`src/pkg/fciu_pkg.sv`:
```
// constants shared by the flow-control interlock unit and its stall counter
// assumes one core clock and a decode stage that holds an instruction stable
// until it is accepted
//
// Notes on behaviour
// - jump to loop end: next-after-end waits two
// - jump to end minus one: waits one
// - return to loop end: next-after-end waits two
// - return to end minus one: waits one
// - false conditional flow change delays next one
// - aborted multi-cycle decode: one hole, then vector
// - single-instruction loop body lengthens loop decode
// - zero-count repeat lengthens decode one cycle
// - zero-count loop lengthens decode three cycles
package fciu_pkg;
  localparam int unsigned ADDR_W = 24;           // program address width
  localparam int unsigned STALL_W = 4;           // stall count width
  localparam logic [ADDR_W-1:0] END_M1_OFFSET = 24'h000001; // end minus one
  localparam logic [STALL_W-1:0] JMP_END_STALL = 4'h2;    // jump to end
  localparam logic [STALL_W-1:0] JMP_END_M1_STALL = 4'h1; // jump to end-1
  localparam logic [STALL_W-1:0] RTI_END_STALL = 4'h2;    // return to end
  localparam logic [STALL_W-1:0] RTI_END_M1_STALL = 4'h1; // return to end-1
  localparam logic [STALL_W-1:0] COND_FALSE_STALL = 4'h1; // false condition
  localparam logic [STALL_W-1:0] LOOP_ONE_STALL = 4'h1;  // one-word body
  localparam logic [STALL_W-1:0] RPT_ZERO_STALL = 4'h1;  // repeat count 0
  localparam logic [STALL_W-1:0] LOOP_ZERO_STALL = 4'h3; // loop count 0
  localparam logic [STALL_W-1:0] STALL_NONE = 4'h0;      // no stall
  localparam logic [STALL_W-1:0] STALL_ONE = 4'h1;       // unit step
endpackage

```
`src/pkg/fciu_stall_if.sv`:
```
`timescale 1ns/1ps
// carrier between the interlock control and its down-counter
// assumes both ends share the core clock
interface fciu_stall_if;
  import fciu_pkg::*;
  logic               load;     // take load_val this cycle
  logic [STALL_W-1:0] load_val; // cycles still to hold after this one
  logic               clear;    // drop any remaining stall
  logic [STALL_W-1:0] count;    // remaining stall cycles
  modport ctrl (output load, output load_val, output clear, input count);
  modport cnt  (input load, input load_val, input clear, output count);
endinterface

```
`src/hdl/fciu_stall_counter.sv`:
```
`timescale 1ns/1ps
// down-counter holding the remaining decode stall cycles
// assumes a synchronised active-low reset from the top
module fciu_stall_counter
  import fciu_pkg::*;
(
  input  wire logic   clk_i,     // core clock
  input  wire logic   nrst_i,    // synchronised reset, active low
  fciu_stall_if.cnt   stall_bus  // control from the interlock
);
  logic [STALL_W-1:0] count_reg;  // remaining cycles
  logic [STALL_W-1:0] count_next; // next remaining cycles

  ////////////////////////////////////////////////////////////////////////
  // next count: clear beats load, load beats the decrement
  always_comb begin
    count_next = count_reg;
    if (stall_bus.clear) begin
      count_next = STALL_NONE;
    end else if (stall_bus.load) begin
      count_next = stall_bus.load_val;
    end else if (count_reg != STALL_NONE) begin
      count_next = count_reg - STALL_ONE;
    end
  end

  // register only
  always_ff @(posedge clk_i or negedge nrst_i) begin
    if (!nrst_i) begin
      count_reg <= STALL_NONE;
    end else begin
      count_reg <= count_next;
    end
  end

  assign stall_bus.count = count_reg;
endmodule

```
`src/hdl/fciu_top.sv`:
```
`timescale 1ns/1ps
// decode-stage flow-control interlock: lengthens decode on loop-end
// boundary cases, false conditions, interrupt aborts and degenerate loops
// assumes the core holds each decode slot stable until dec_accept_o and
// that program code keeps the loop-end sequence restrictions
module fciu_top
  import fciu_pkg::*;
(
  input  wire logic              clk_i,               // core clock 50 MHz
  input  wire logic              nrst_i,              // async reset, low
  input  wire logic              dec_valid_i,         // slot holds an instr
  input  wire logic [ADDR_W-1:0] dec_pc_i,            // address of the slot
  input  wire logic              dec_jump_i,          // taken jump of any type
  input  wire logic              dec_rti_i,           // interrupt return
  input  wire logic [ADDR_W-1:0] dec_target_i,        // jump/return target
  input  wire logic              dec_cond_false_i,    // condition false
  input  wire logic              dec_loop_i,          // hardware loop start
  input  wire logic              dec_loop_one_i,      // loop body one word
  input  wire logic              dec_loop_zero_i,     // loop count zero
  input  wire logic              dec_rpt_i,           // single_repeat_instr
  input  wire logic              dec_rpt_zero_i,      // repeat count zero
  input  wire logic              irq_abort_i,         // interrupt abort req
  input  wire logic              loop_active_flag_i,  // loop in progress
  input  wire logic [ADDR_W-1:0] loop_end_address_i,  // loop end address
  output logic                   dec_hold_o,          // decode stalled
  output logic                   dec_accept_o,        // slot accepted
  output logic                   bubble_o,            // execute gets a nop
  output logic                   hole_o,              // abort hole cycle
  output logic                   abort_taken_o        // abort accepted now
);
  ////////////////////////////////////////////////////////////////////////
  // reset release through two flops; first flop feeds only the second
  logic rst_meta_reg; // first stage
  logic rst_n_reg;    // synchronised reset used by the design

  always_ff @(posedge clk_i or negedge nrst_i) begin
    if (!nrst_i) begin
      rst_meta_reg <= 1'b0;
      rst_n_reg    <= 1'b0;
    end else begin
      rst_meta_reg <= 1'b1;
      rst_n_reg    <= rst_meta_reg;
    end
  end

  ////////////////////////////////////////////////////////////////////////
  // state
  fciu_stall_if stall_bus ();         // carrier to the counter
  logic               armed_reg;      // current slot already charged
  logic               armed_next;     // next charged flag
  logic               hole_reg;       // abort hole in progress
  logic               hole_next;      // next hole flag
  logic [STALL_W-1:0] arm_reg;        // stall owed after loop end instr
  logic [STALL_W-1:0] arm_next;       // next owed stall
  logic [STALL_W-1:0] pend_reg;       // stall owed by the next slot
  logic [STALL_W-1:0] pend_next;      // next owed stall
  logic [STALL_W-1:0] own_ext;        // lengthening of the slot itself
  logic [STALL_W-1:0] total;          // all stall charged to this slot
  logic               present_new;    // slot seen for the first time
  logic               abort_take;     // abort of a lengthened decode
  logic [ADDR_W-1:0]  end_m1;         // loop end minus one
  logic               hit_end;        // target is the loop end
  logic               hit_end_m1;     // target is loop end minus one

  fciu_stall_counter u_counter (
    .clk_i     (clk_i),
    .nrst_i    (rst_n_reg),
    .stall_bus (stall_bus)
  );

  assign end_m1     = loop_end_address_i - END_M1_OFFSET;
  assign hit_end    = loop_active_flag_i && (dec_target_i == loop_end_address_i);
  assign hit_end_m1 = loop_active_flag_i && (dec_target_i == end_m1);

  ////////////////////////////////////////////////////////////////////////
  // own lengthening of the slot; independent causes add
  always_comb begin
    own_ext = STALL_NONE;
    if (dec_loop_i) begin
      if (dec_loop_one_i) begin
        own_ext = own_ext + LOOP_ONE_STALL;
      end
      if (dec_loop_zero_i) begin
        own_ext = own_ext + LOOP_ZERO_STALL;
      end
    end
    if (dec_rpt_i && dec_rpt_zero_i) begin
      own_ext = own_ext + RPT_ZERO_STALL;
    end
  end

  // stalls owed and own stalls add together
  assign total = pend_reg + own_ext;

  ////////////////////////////////////////////////////////////////////////
  // hold and accept; a hold cycle issues a bubble so nothing changes
  assign present_new = dec_valid_i && !armed_reg && !hole_reg;

  always_comb begin
    if (present_new) begin
      dec_hold_o = (total != STALL_NONE);
    end else begin
      dec_hold_o = dec_valid_i && !hole_reg &&
                   (stall_bus.count != STALL_NONE);
    end
  end

  // abort only while a decode is being lengthened
  assign abort_take    = irq_abort_i && dec_hold_o;
  assign abort_taken_o = abort_take;
  assign dec_accept_o  = dec_valid_i && !hole_reg && !dec_hold_o;
  assign hole_o        = hole_reg;
  // every stalled or hole cycle is an empty pipeline slot
  assign bubble_o      = dec_hold_o || hole_reg;

  // counter control: charge on first sight, minus the current cycle
  assign stall_bus.load     = present_new && !abort_take;
  assign stall_bus.load_val = (total != STALL_NONE) ? total - STALL_ONE
                                                    : STALL_NONE;
  assign stall_bus.clear    = abort_take;

  ////////////////////////////////////////////////////////////////////////
  // slot bookkeeping and abort hole
  always_comb begin
    armed_next = armed_reg;
    hole_next  = 1'b0;
    if (abort_take) begin
      // single hole, slot dropped for the vector
      armed_next = 1'b0;
      hole_next  = 1'b1;
    end else if (dec_accept_o) begin
      armed_next = 1'b0;
    end else if (present_new) begin
      armed_next = 1'b1;
    end
  end

  always_ff @(posedge clk_i or negedge rst_n_reg) begin
    if (!rst_n_reg) begin
      armed_reg <= 1'b0;
      hole_reg  <= 1'b0;
    end else begin
      armed_reg <= armed_next;
      hole_reg  <= hole_next;
    end
  end

  ////////////////////////////////////////////////////////////////////////
  // owed stalls: loop-end arming and next-slot debt
  always_comb begin
    arm_next  = arm_reg;
    pend_next = pend_reg;
    // debt is consumed when the next slot is charged
    if (stall_bus.load) begin
      pend_next = STALL_NONE;
    end
    if (dec_accept_o) begin
      // the loop end instr hands the arming to its follower
      if ((dec_pc_i == loop_end_address_i) && (arm_reg != STALL_NONE)) begin
        pend_next = pend_next + arm_reg;
        arm_next  = STALL_NONE;
      end
      // false condition delays the next slot
      if (dec_cond_false_i) begin
        pend_next = pend_next + COND_FALSE_STALL;
      end
      if (dec_jump_i) begin
        if (hit_end) begin
          // two cycles after the loop end
          arm_next = JMP_END_STALL;
        end else if (hit_end_m1) begin
          // one cycle after the loop end
          arm_next = JMP_END_M1_STALL;
        end
      end else if (dec_rti_i) begin
        if (hit_end) begin
          // two cycles after the loop end
          arm_next = RTI_END_STALL;
        end else if (hit_end_m1) begin
          // one cycle after the loop end
          arm_next = RTI_END_M1_STALL;
        end
      end
    end
  end

  always_ff @(posedge clk_i or negedge rst_n_reg) begin
    if (!rst_n_reg) begin
      arm_reg  <= STALL_NONE;
      pend_reg <= STALL_NONE;
    end else begin
      arm_reg  <= arm_next;
      pend_reg <= pend_next;
    end
  end
endmodule

```
`config.mk`:
```
export PLATFORM = sky130hd
export DESIGN_NAME = fciu_top
export DESIGN_NICKNAME = d
export VERILOG_FILES = /design/src/pkg/fciu_pkg.sv /design/src/pkg/fciu_stall_if.sv /design/src/hdl/fciu_stall_counter.sv /design/src/hdl/fciu_top.sv
export SDC_FILE = /design/constraint.sdc
export NUM_CORES = 1
export LEC_CHECK = 0
export BUFFER_PORTS_ARGS = -buffer_cell sky130_fd_sc_hd__buf_2
export CELL_PAD_IN_SITES_DETAIL_PLACEMENT = 1
export CELL_PAD_IN_SITES_GLOBAL_PLACEMENT = 2
export CORE_MARGIN = 10
export CORE_UTILIZATION = 25
export DETAILED_ROUTE_END_ITERATION = 8
export PLACE_DENSITY_LB_ADDON = 0.1
export SLEW_MARGIN = 20
export SYNTH_ARGS = -nofsm -noshare
export SYNTH_HDL_FRONTEND = slang
export SYNTH_SLANG_ARGS = --single-unit
```
`constraint.sdc`:
```
create_clock -name clk_i -period 3 [get_ports clk_i]
set_input_delay 0.3 -clock clk_i [delete_from_list [all_inputs] [get_ports clk_i]]
set_output_delay 0.3 -clock clk_i [all_outputs]
set_load 0.005 [all_outputs]
```
; Yosys cells after proc, flatten, opt, wreduce, memory -nomap -nowiden
; Index checks and enable logic that the tools add are counted.
[totals]
out_inout_bits = 5
mem_bits_rw = 0
ff_bits = 16
latch_bits = 0
memories = 0
rom_bits = 0
[op_classes]
eq_ne = 3
bitwise = 0
n_mux = 24
n_mul = 0
shifts = 0
order_cmp = 0
div_mod_pow = 0
reduce_logical = 21
n_addsub = 8
[ops]
columns = cell, n
row1 = equality test 24 bit, 3
row2 = two-way mux 4 bit, 18
row3 = "subtractor 24 x 1 -> 24 bit, second input constant", 1
row4 = nonzero test 4 bit, 3
row5 = logical AND 1 bit, 11
row6 = "adder 4 x 1 -> 4 bit, second input constant", 2
row7 = adder 4 bit, 2
row8 = "subtractor 4 x 1 -> 4 bit, second input constant", 2
row9 = two-way mux 1 bit, 6
row10 = nonzero test 3 bit, 2
row11 = "adder 4 x 2 -> 4 bit, second input constant", 1
row12 = logical NOT 1 bit, 4
row13 = logical OR 1 bit, 1

; Logic depth before layout (Yosys ltp)
[depth]
word_depth = 20
ltp_mapped = 22
mapped_depth_nobuf = 22

; By module
; Synthesis repeated with hierarchy kept, for this count alone.
[hier_totals]
cells_unflattened = 338
hier_area_um2 = 2626.3
[by_module_without_submodules]
columns = module, n_inst, area_each_um2, seq_area_each_um2, cells_each
row1 = fciu_top, 1, 2384.8, 300.3, 315
row2 = fciu_stall_counter, 1, 241.5, 100.1, 23

; Worst setup path before layout
; No wires, ideal clock.
[synth_timing]
kind = input to register
startpoint = input port dec_loop_one_i
endpoint = register pend_reg[3]
slack_ns = -0.929
cell_stages = 21
setup_ns = 0.079
arrival_ns = 3.850
cell_sequence = inv_1 -> ha_1 -> nor2b_1 -> xnor2_1 -> ha_1 -> fa_1 -> inv_1 -> ha_1 -> and2_1 -> nand3_1 -> a21o_1 -> nand2_1 -> inv_1 -> ha_1 -> nor2b_1 -> a311oi_1 -> a21boi_0 -> o211ai_1 -> xor2_1 -> a21oi_1 -> xor2_1
[synth_between]
elab_chain_len = 20
word_cells_on_any_way = 22
[synth_lines]
columns = element, line
row1 = "start, declared", fciu_top.sv:18  ; input wire logic dec_loop_one_i,
row2 = two-way mux 1 bit *, fciu_top.sv:80  ; if (dec_loop_one_i) begin
row3 = two-way mux 4 bit *, fciu_top.sv:79  ; if (dec_loop_i) begin
row4 = adder 4 x 2 -> 4 bit, fciu_top.sv:84  ; own_ext = own_ext + LOOP_ZERO_STALL;
row5 = two-way mux 4 bit *, fciu_top.sv:83  ; if (dec_loop_zero_i) begin
row6 = two-way mux 4 bit *, fciu_top.sv:79
row7 = adder 4 x 1 -> 4 bit, fciu_top.sv:88  ; own_ext = own_ext + RPT_ZERO_STALL;
row8 = two-way mux 4 bit *, fciu_top.sv:87  ; if (dec_rpt_i && dec_rpt_zero_i) begin
row9 = adder 4 bit *, fciu_top.sv:93  ; assign total = pend_reg + own_ext;
row10 = [... 5 more ...], n/a
row11 = two-way mux 4 bit, fciu_top.sv:154  ; if (stall_bus.load) begin
row12 = adder 4 bit, fciu_top.sv:160  ; pend_next = pend_next + arm_reg;
row13 = two-way mux 4 bit, fciu_top.sv:159  ; if ((dec_pc_i == loop_end_address_i) && (arm_reg != STALL_NONE)) begin
row14 = two-way mux 4 bit, fciu_top.sv:157  ; if (dec_accept_o) begin
row15 = adder 4 x 1 -> 4 bit, fciu_top.sv:165  ; pend_next = pend_next + COND_FALSE_STALL;
row16 = two-way mux 4 bit, fciu_top.sv:164  ; if (dec_cond_false_i) begin
row17 = two-way mux 4 bit *, fciu_top.sv:157
row18 = named net pend_next[3], fciu_top.sv:56  ; logic [STALL_W-1:0] pend_next;
row19 = "end signal, assigned", fciu_top.sv:193  ; pend_reg <= pend_next;
row20 = "end, declared", fciu_top.sv:55  ; logic [STALL_W-1:0] pend_reg;
; The timed path passes the listed nets; every way through them passes the cells marked *. The select of a mux whose other input is x is not followed.
; A chain may end at the register's enable or synchronous reset.

; Worst setup path in the final report
[layout_timing]
startpoint = input port dec_loop_zero_i
endpoint = register pend_reg[3]
[layout_between]
elab_chain_len = 17
word_cells_on_any_way = 19
[layout_lines]
columns = element, line
row1 = "start, declared", fciu_top.sv:19  ; input wire logic dec_loop_zero_i,
row2 = two-way mux 4 bit *, fciu_top.sv:83
row3 = two-way mux 4 bit *, fciu_top.sv:79
row4 = adder 4 x 1 -> 4 bit, fciu_top.sv:88
row5 = two-way mux 4 bit *, fciu_top.sv:87
row6 = adder 4 bit *, fciu_top.sv:93
row7 = nonzero test 4 bit *, fciu_top.sv:101  ; dec_hold_o = (total != STALL_NONE);
row8 = two-way mux 1 bit *, fciu_top.sv:100  ; if (present_new) begin
row9 = logical AND 1 bit, fciu_top.sv:109  ; assign abort_take = irq_abort_i && dec_hold_o;
row10 = [... 2 more ...], n/a
row11 = two-way mux 4 bit, fciu_top.sv:154
row12 = adder 4 bit, fciu_top.sv:160
row13 = two-way mux 4 bit, fciu_top.sv:159
row14 = two-way mux 4 bit, fciu_top.sv:157
row15 = adder 4 x 1 -> 4 bit, fciu_top.sv:165
row16 = two-way mux 4 bit, fciu_top.sv:164
row17 = two-way mux 4 bit *, fciu_top.sv:157
row18 = named net pend_next[3], fciu_top.sv:56
; Marks and branches as above.

==> metrics <==
status=complete, but fails checks; failing checks=negative setup slack; P_leak=1.68 nW; worst endpoint required time=3180 ps; area leader, netlist=dfrtp_1; total I/O pin count=90; synthesized flop and latch total=16; post-route minimum period=3570 ps; largest family of logic cells by synthesized area=simple AND/OR/NAND/NOR gates; share of cells above drive strength 1=41.1%; Vias/cell=4.88; MaxCap Viol Count=0; Mapped Area=0.00254 mm2; Worst path max stage delay=440 ps; crit path capture type=flip-flop; CP Cell Sequence=buf_8, ha_4, nor2b_4, xnor2_2, ha_2, fa_1, inv_2, ha_4, and2_4, nand3_4, a21o_1, nand2_2, inv_2, ha_4, nor2b_4, a311oi_1, a21boi_2, o211ai_1, xor2_1, a21oi_1, xor2_1; WL met1=5.19 mm; total power=1.73 mW; Starting Density=25.8%; CTS Buf Count=3; most common library cells after synthesis=37 x xnor2_1, 32 x xor2_1, 20 x nor2_1; # setup viols final=14; PwrDens=448 mW/mm2; wire length per cell=17.4 um; top layer in use=met4; first-pass GRT wire length=17.2 mm; core area=0.00982 mm2; simple-gate share of the synthesized area=29.4%; CTS tree=built; largest net degree at the start of global routing=15; fin crit share=119%; Top delay family on crit path=adder cells; gr usage total=14.4%; worst-margin pin slew=622 ps; drt total wl=10.5 mm; post-DP HPWL=8.99 mm; Yosys top cell area share=15.8%; asr flop ratio synth=100%; post-synth cell types=52; EDFF count, synth=0; diodes inserted=0; VDD IR-drop max=0.204 mV; Post-route DRC=0; Met3 Wirelength=540 um; Area growth, synth to finish=52.2%; area of the multi-input gates=0.00225 mm2; CP Data Arrival Time=3750 ps; Slowest-stage cell, CP=fa_1; Die ar.=0.0146 mm2; ys flop type=dfrtp_1; mux contribution to synthesized area=2.07%; Hold Violations, Final=0; Clock Tree Buf Depth=2; Post-Synth XOR/XNOR Area=23.8%; Mapped Avg Cell Area=7.69 um2; type of origin of the critical path=primary input; Ys Warns=0; 1st-pass router iterations=4; Final Wtd Congestion=0.797; width of the die=121 um; drt initial violations=85; Clock H-tree levels=1; row cnt=36; wire length on met2=4.73 mm; Crit Path Max Fanout=3; sequential element share of the synthesized area=15.8%; Final Skew=3.40 ps; max frequency=0.280 GHz; initial antenna violation count=0; top post-synthesis cells by area=dfrtp_1 16%, xnor2_1 13%, xor2_1 11%, ha_1 6.4%, o21ai_0 3.6%; Post-Layout Cell Count=603; Post-Synthesis Cells=330; post-route ant nets=0; Hold Path Class=flip-flop to async pin; CTS sink cnt=16; Pins Over Slew Limit=0; Synthesized Nets=429; placed instance count=583; IO buf count=89; clock-pin slew of the registers on the worst-case setup and hold paths=70 ps; count leader, synth=xnor2_1; critical path class=primary input to flip-flop; Synth Area in Adders=7.20%; number of fill cells=1,243; die extent in y=121 um; CP dominant cell by count=ha_4; Compound-Gate Fraction of Synth Area=17.2%; Seq. cell area=400 um2; setup ws final=-566 ps; Vias=2,940; RSZ-0062 raised after global routing=yes; Final Net Count=570; grt total ovfl=0; Slew Limit Headroom=58.5%; CTS root buffer=clkbuf_8; Critical path buffers and inverters=3; vias in the first global route=3,277; worst skew pair latency=260 ps
## area by class of cell
type	instances	share of cell area [%]
sequential	16	10.4
clock buffer	4	1.43
multi-input combinational	285	58.3
inverter	16	1.62
timing repair buffer	149	24.0
tap	133	4.31
## metrics by stage
step | setup WS [ps] | cell area, um2 | setup TNS (ps) | utilization [%] | hold WS, ps
2_1_floorplan | -611 | 2640 | -1620 | - | 4.41
3_3_place_gp | -808 | 3540 | -4190 | 36.0 | 85.9
3_5_place_dp | -909 | 3540 | -5120 | 36.0 | 88.8
4_1_cts | -537 | 3730 | -2430 | 38.0 | 291
5_1_grt | -866 | 3860 | -6560 | 39.3 | 326
6_report | -566 | 3860 | -3290 | 39.3 | 259
## cells in the final DEF (no fill, tap or decap), types with 4 or more instances in the layout
cell type,instances
nor2_1,19
clkbuf_8,4
nand2_1,15
buf_4,57
ha_1,6
and2_4,4
buf_2,87
nand3_1,14
nor3b_1,4
nor4_1,11
ha_4,6
nor3_1,13
xnor2_1,36
nand4_1,11
nor2b_1,5
o21a_1,5
inv_1,12
a31oi_1,4
nand2b_1,4
o21ai_0,15
dfrtp_1,16
o211ai_1,4
a21oi_1,14
xor2_1,32
## where the power goes
part           internal [mW]  switching, mW
registers              0.266         0.0494
clock network          0.117         0.0835
logic                  0.637          0.576
## worst register-to-register path, stage by stage (launching register included)
cell and delay, ps:
dfrtp_1 420, ha_2 200, fa_1 480, inv_2 100, ha_4 130, and2_4 150, nand3_4 80, a21o_1 220
nand2_2 90, inv_2 50, ha_4 220, nor2b_4 120, a311oi_1 250, a21boi_2 190, o211ai_1 110, xor2_1 170
a21oi_1 180, xor2_1 150
## logic make-up after synthesis
kind of cell	Yosys count
other cells	1
compound gates	68
buf+inv	29
fa+ha+maj	14
flops	16
simple gates	128
xor+xnor	69
mux	5
## final timing paths
| kind | start | end | slack, ps | depth (start not counted) |
|---|---|---|---|---|
| setup reg to reg | pend_reg[0] | pend_reg[3] | -380 | 17 |
| max in group asynchronous | rst_n_reg | pend_reg[3] | 2340 | 0 |
| setup / recovery | dec_loop_zero_i | pend_reg[3] | -570 | 21 |
| min in group clk_i | rst_meta_reg | rst_n_reg | 360 | 0 |
| hold / removal | rst_n_reg | arm_reg[1] | 260 | 0 |
| hold reg to reg | rst_n_reg | arm_reg[1] | 260 | 0 |
## repair_timing
action / in CTS / in global routing
buffers inserted: 10 / 5
endpoints found under the hold margin: 2 / 0
endpoints found under the setup margin: 10 / 17
gates cloned: 0 / 0
resized for setup: 18 / 16
pin swaps: 11 / 20
hold buffers: 1 / 0
## metal layers
metal | vias up | global-route usage, %
li1 | 1470 | -
met2 | 63 | 22.8
met5 | - | 0
met1 | 1403 | 20.4
met4 | 0 | 0.905
met3 | 4 | 2.75
Note: power is estimated with default switching activity, not from simulation.
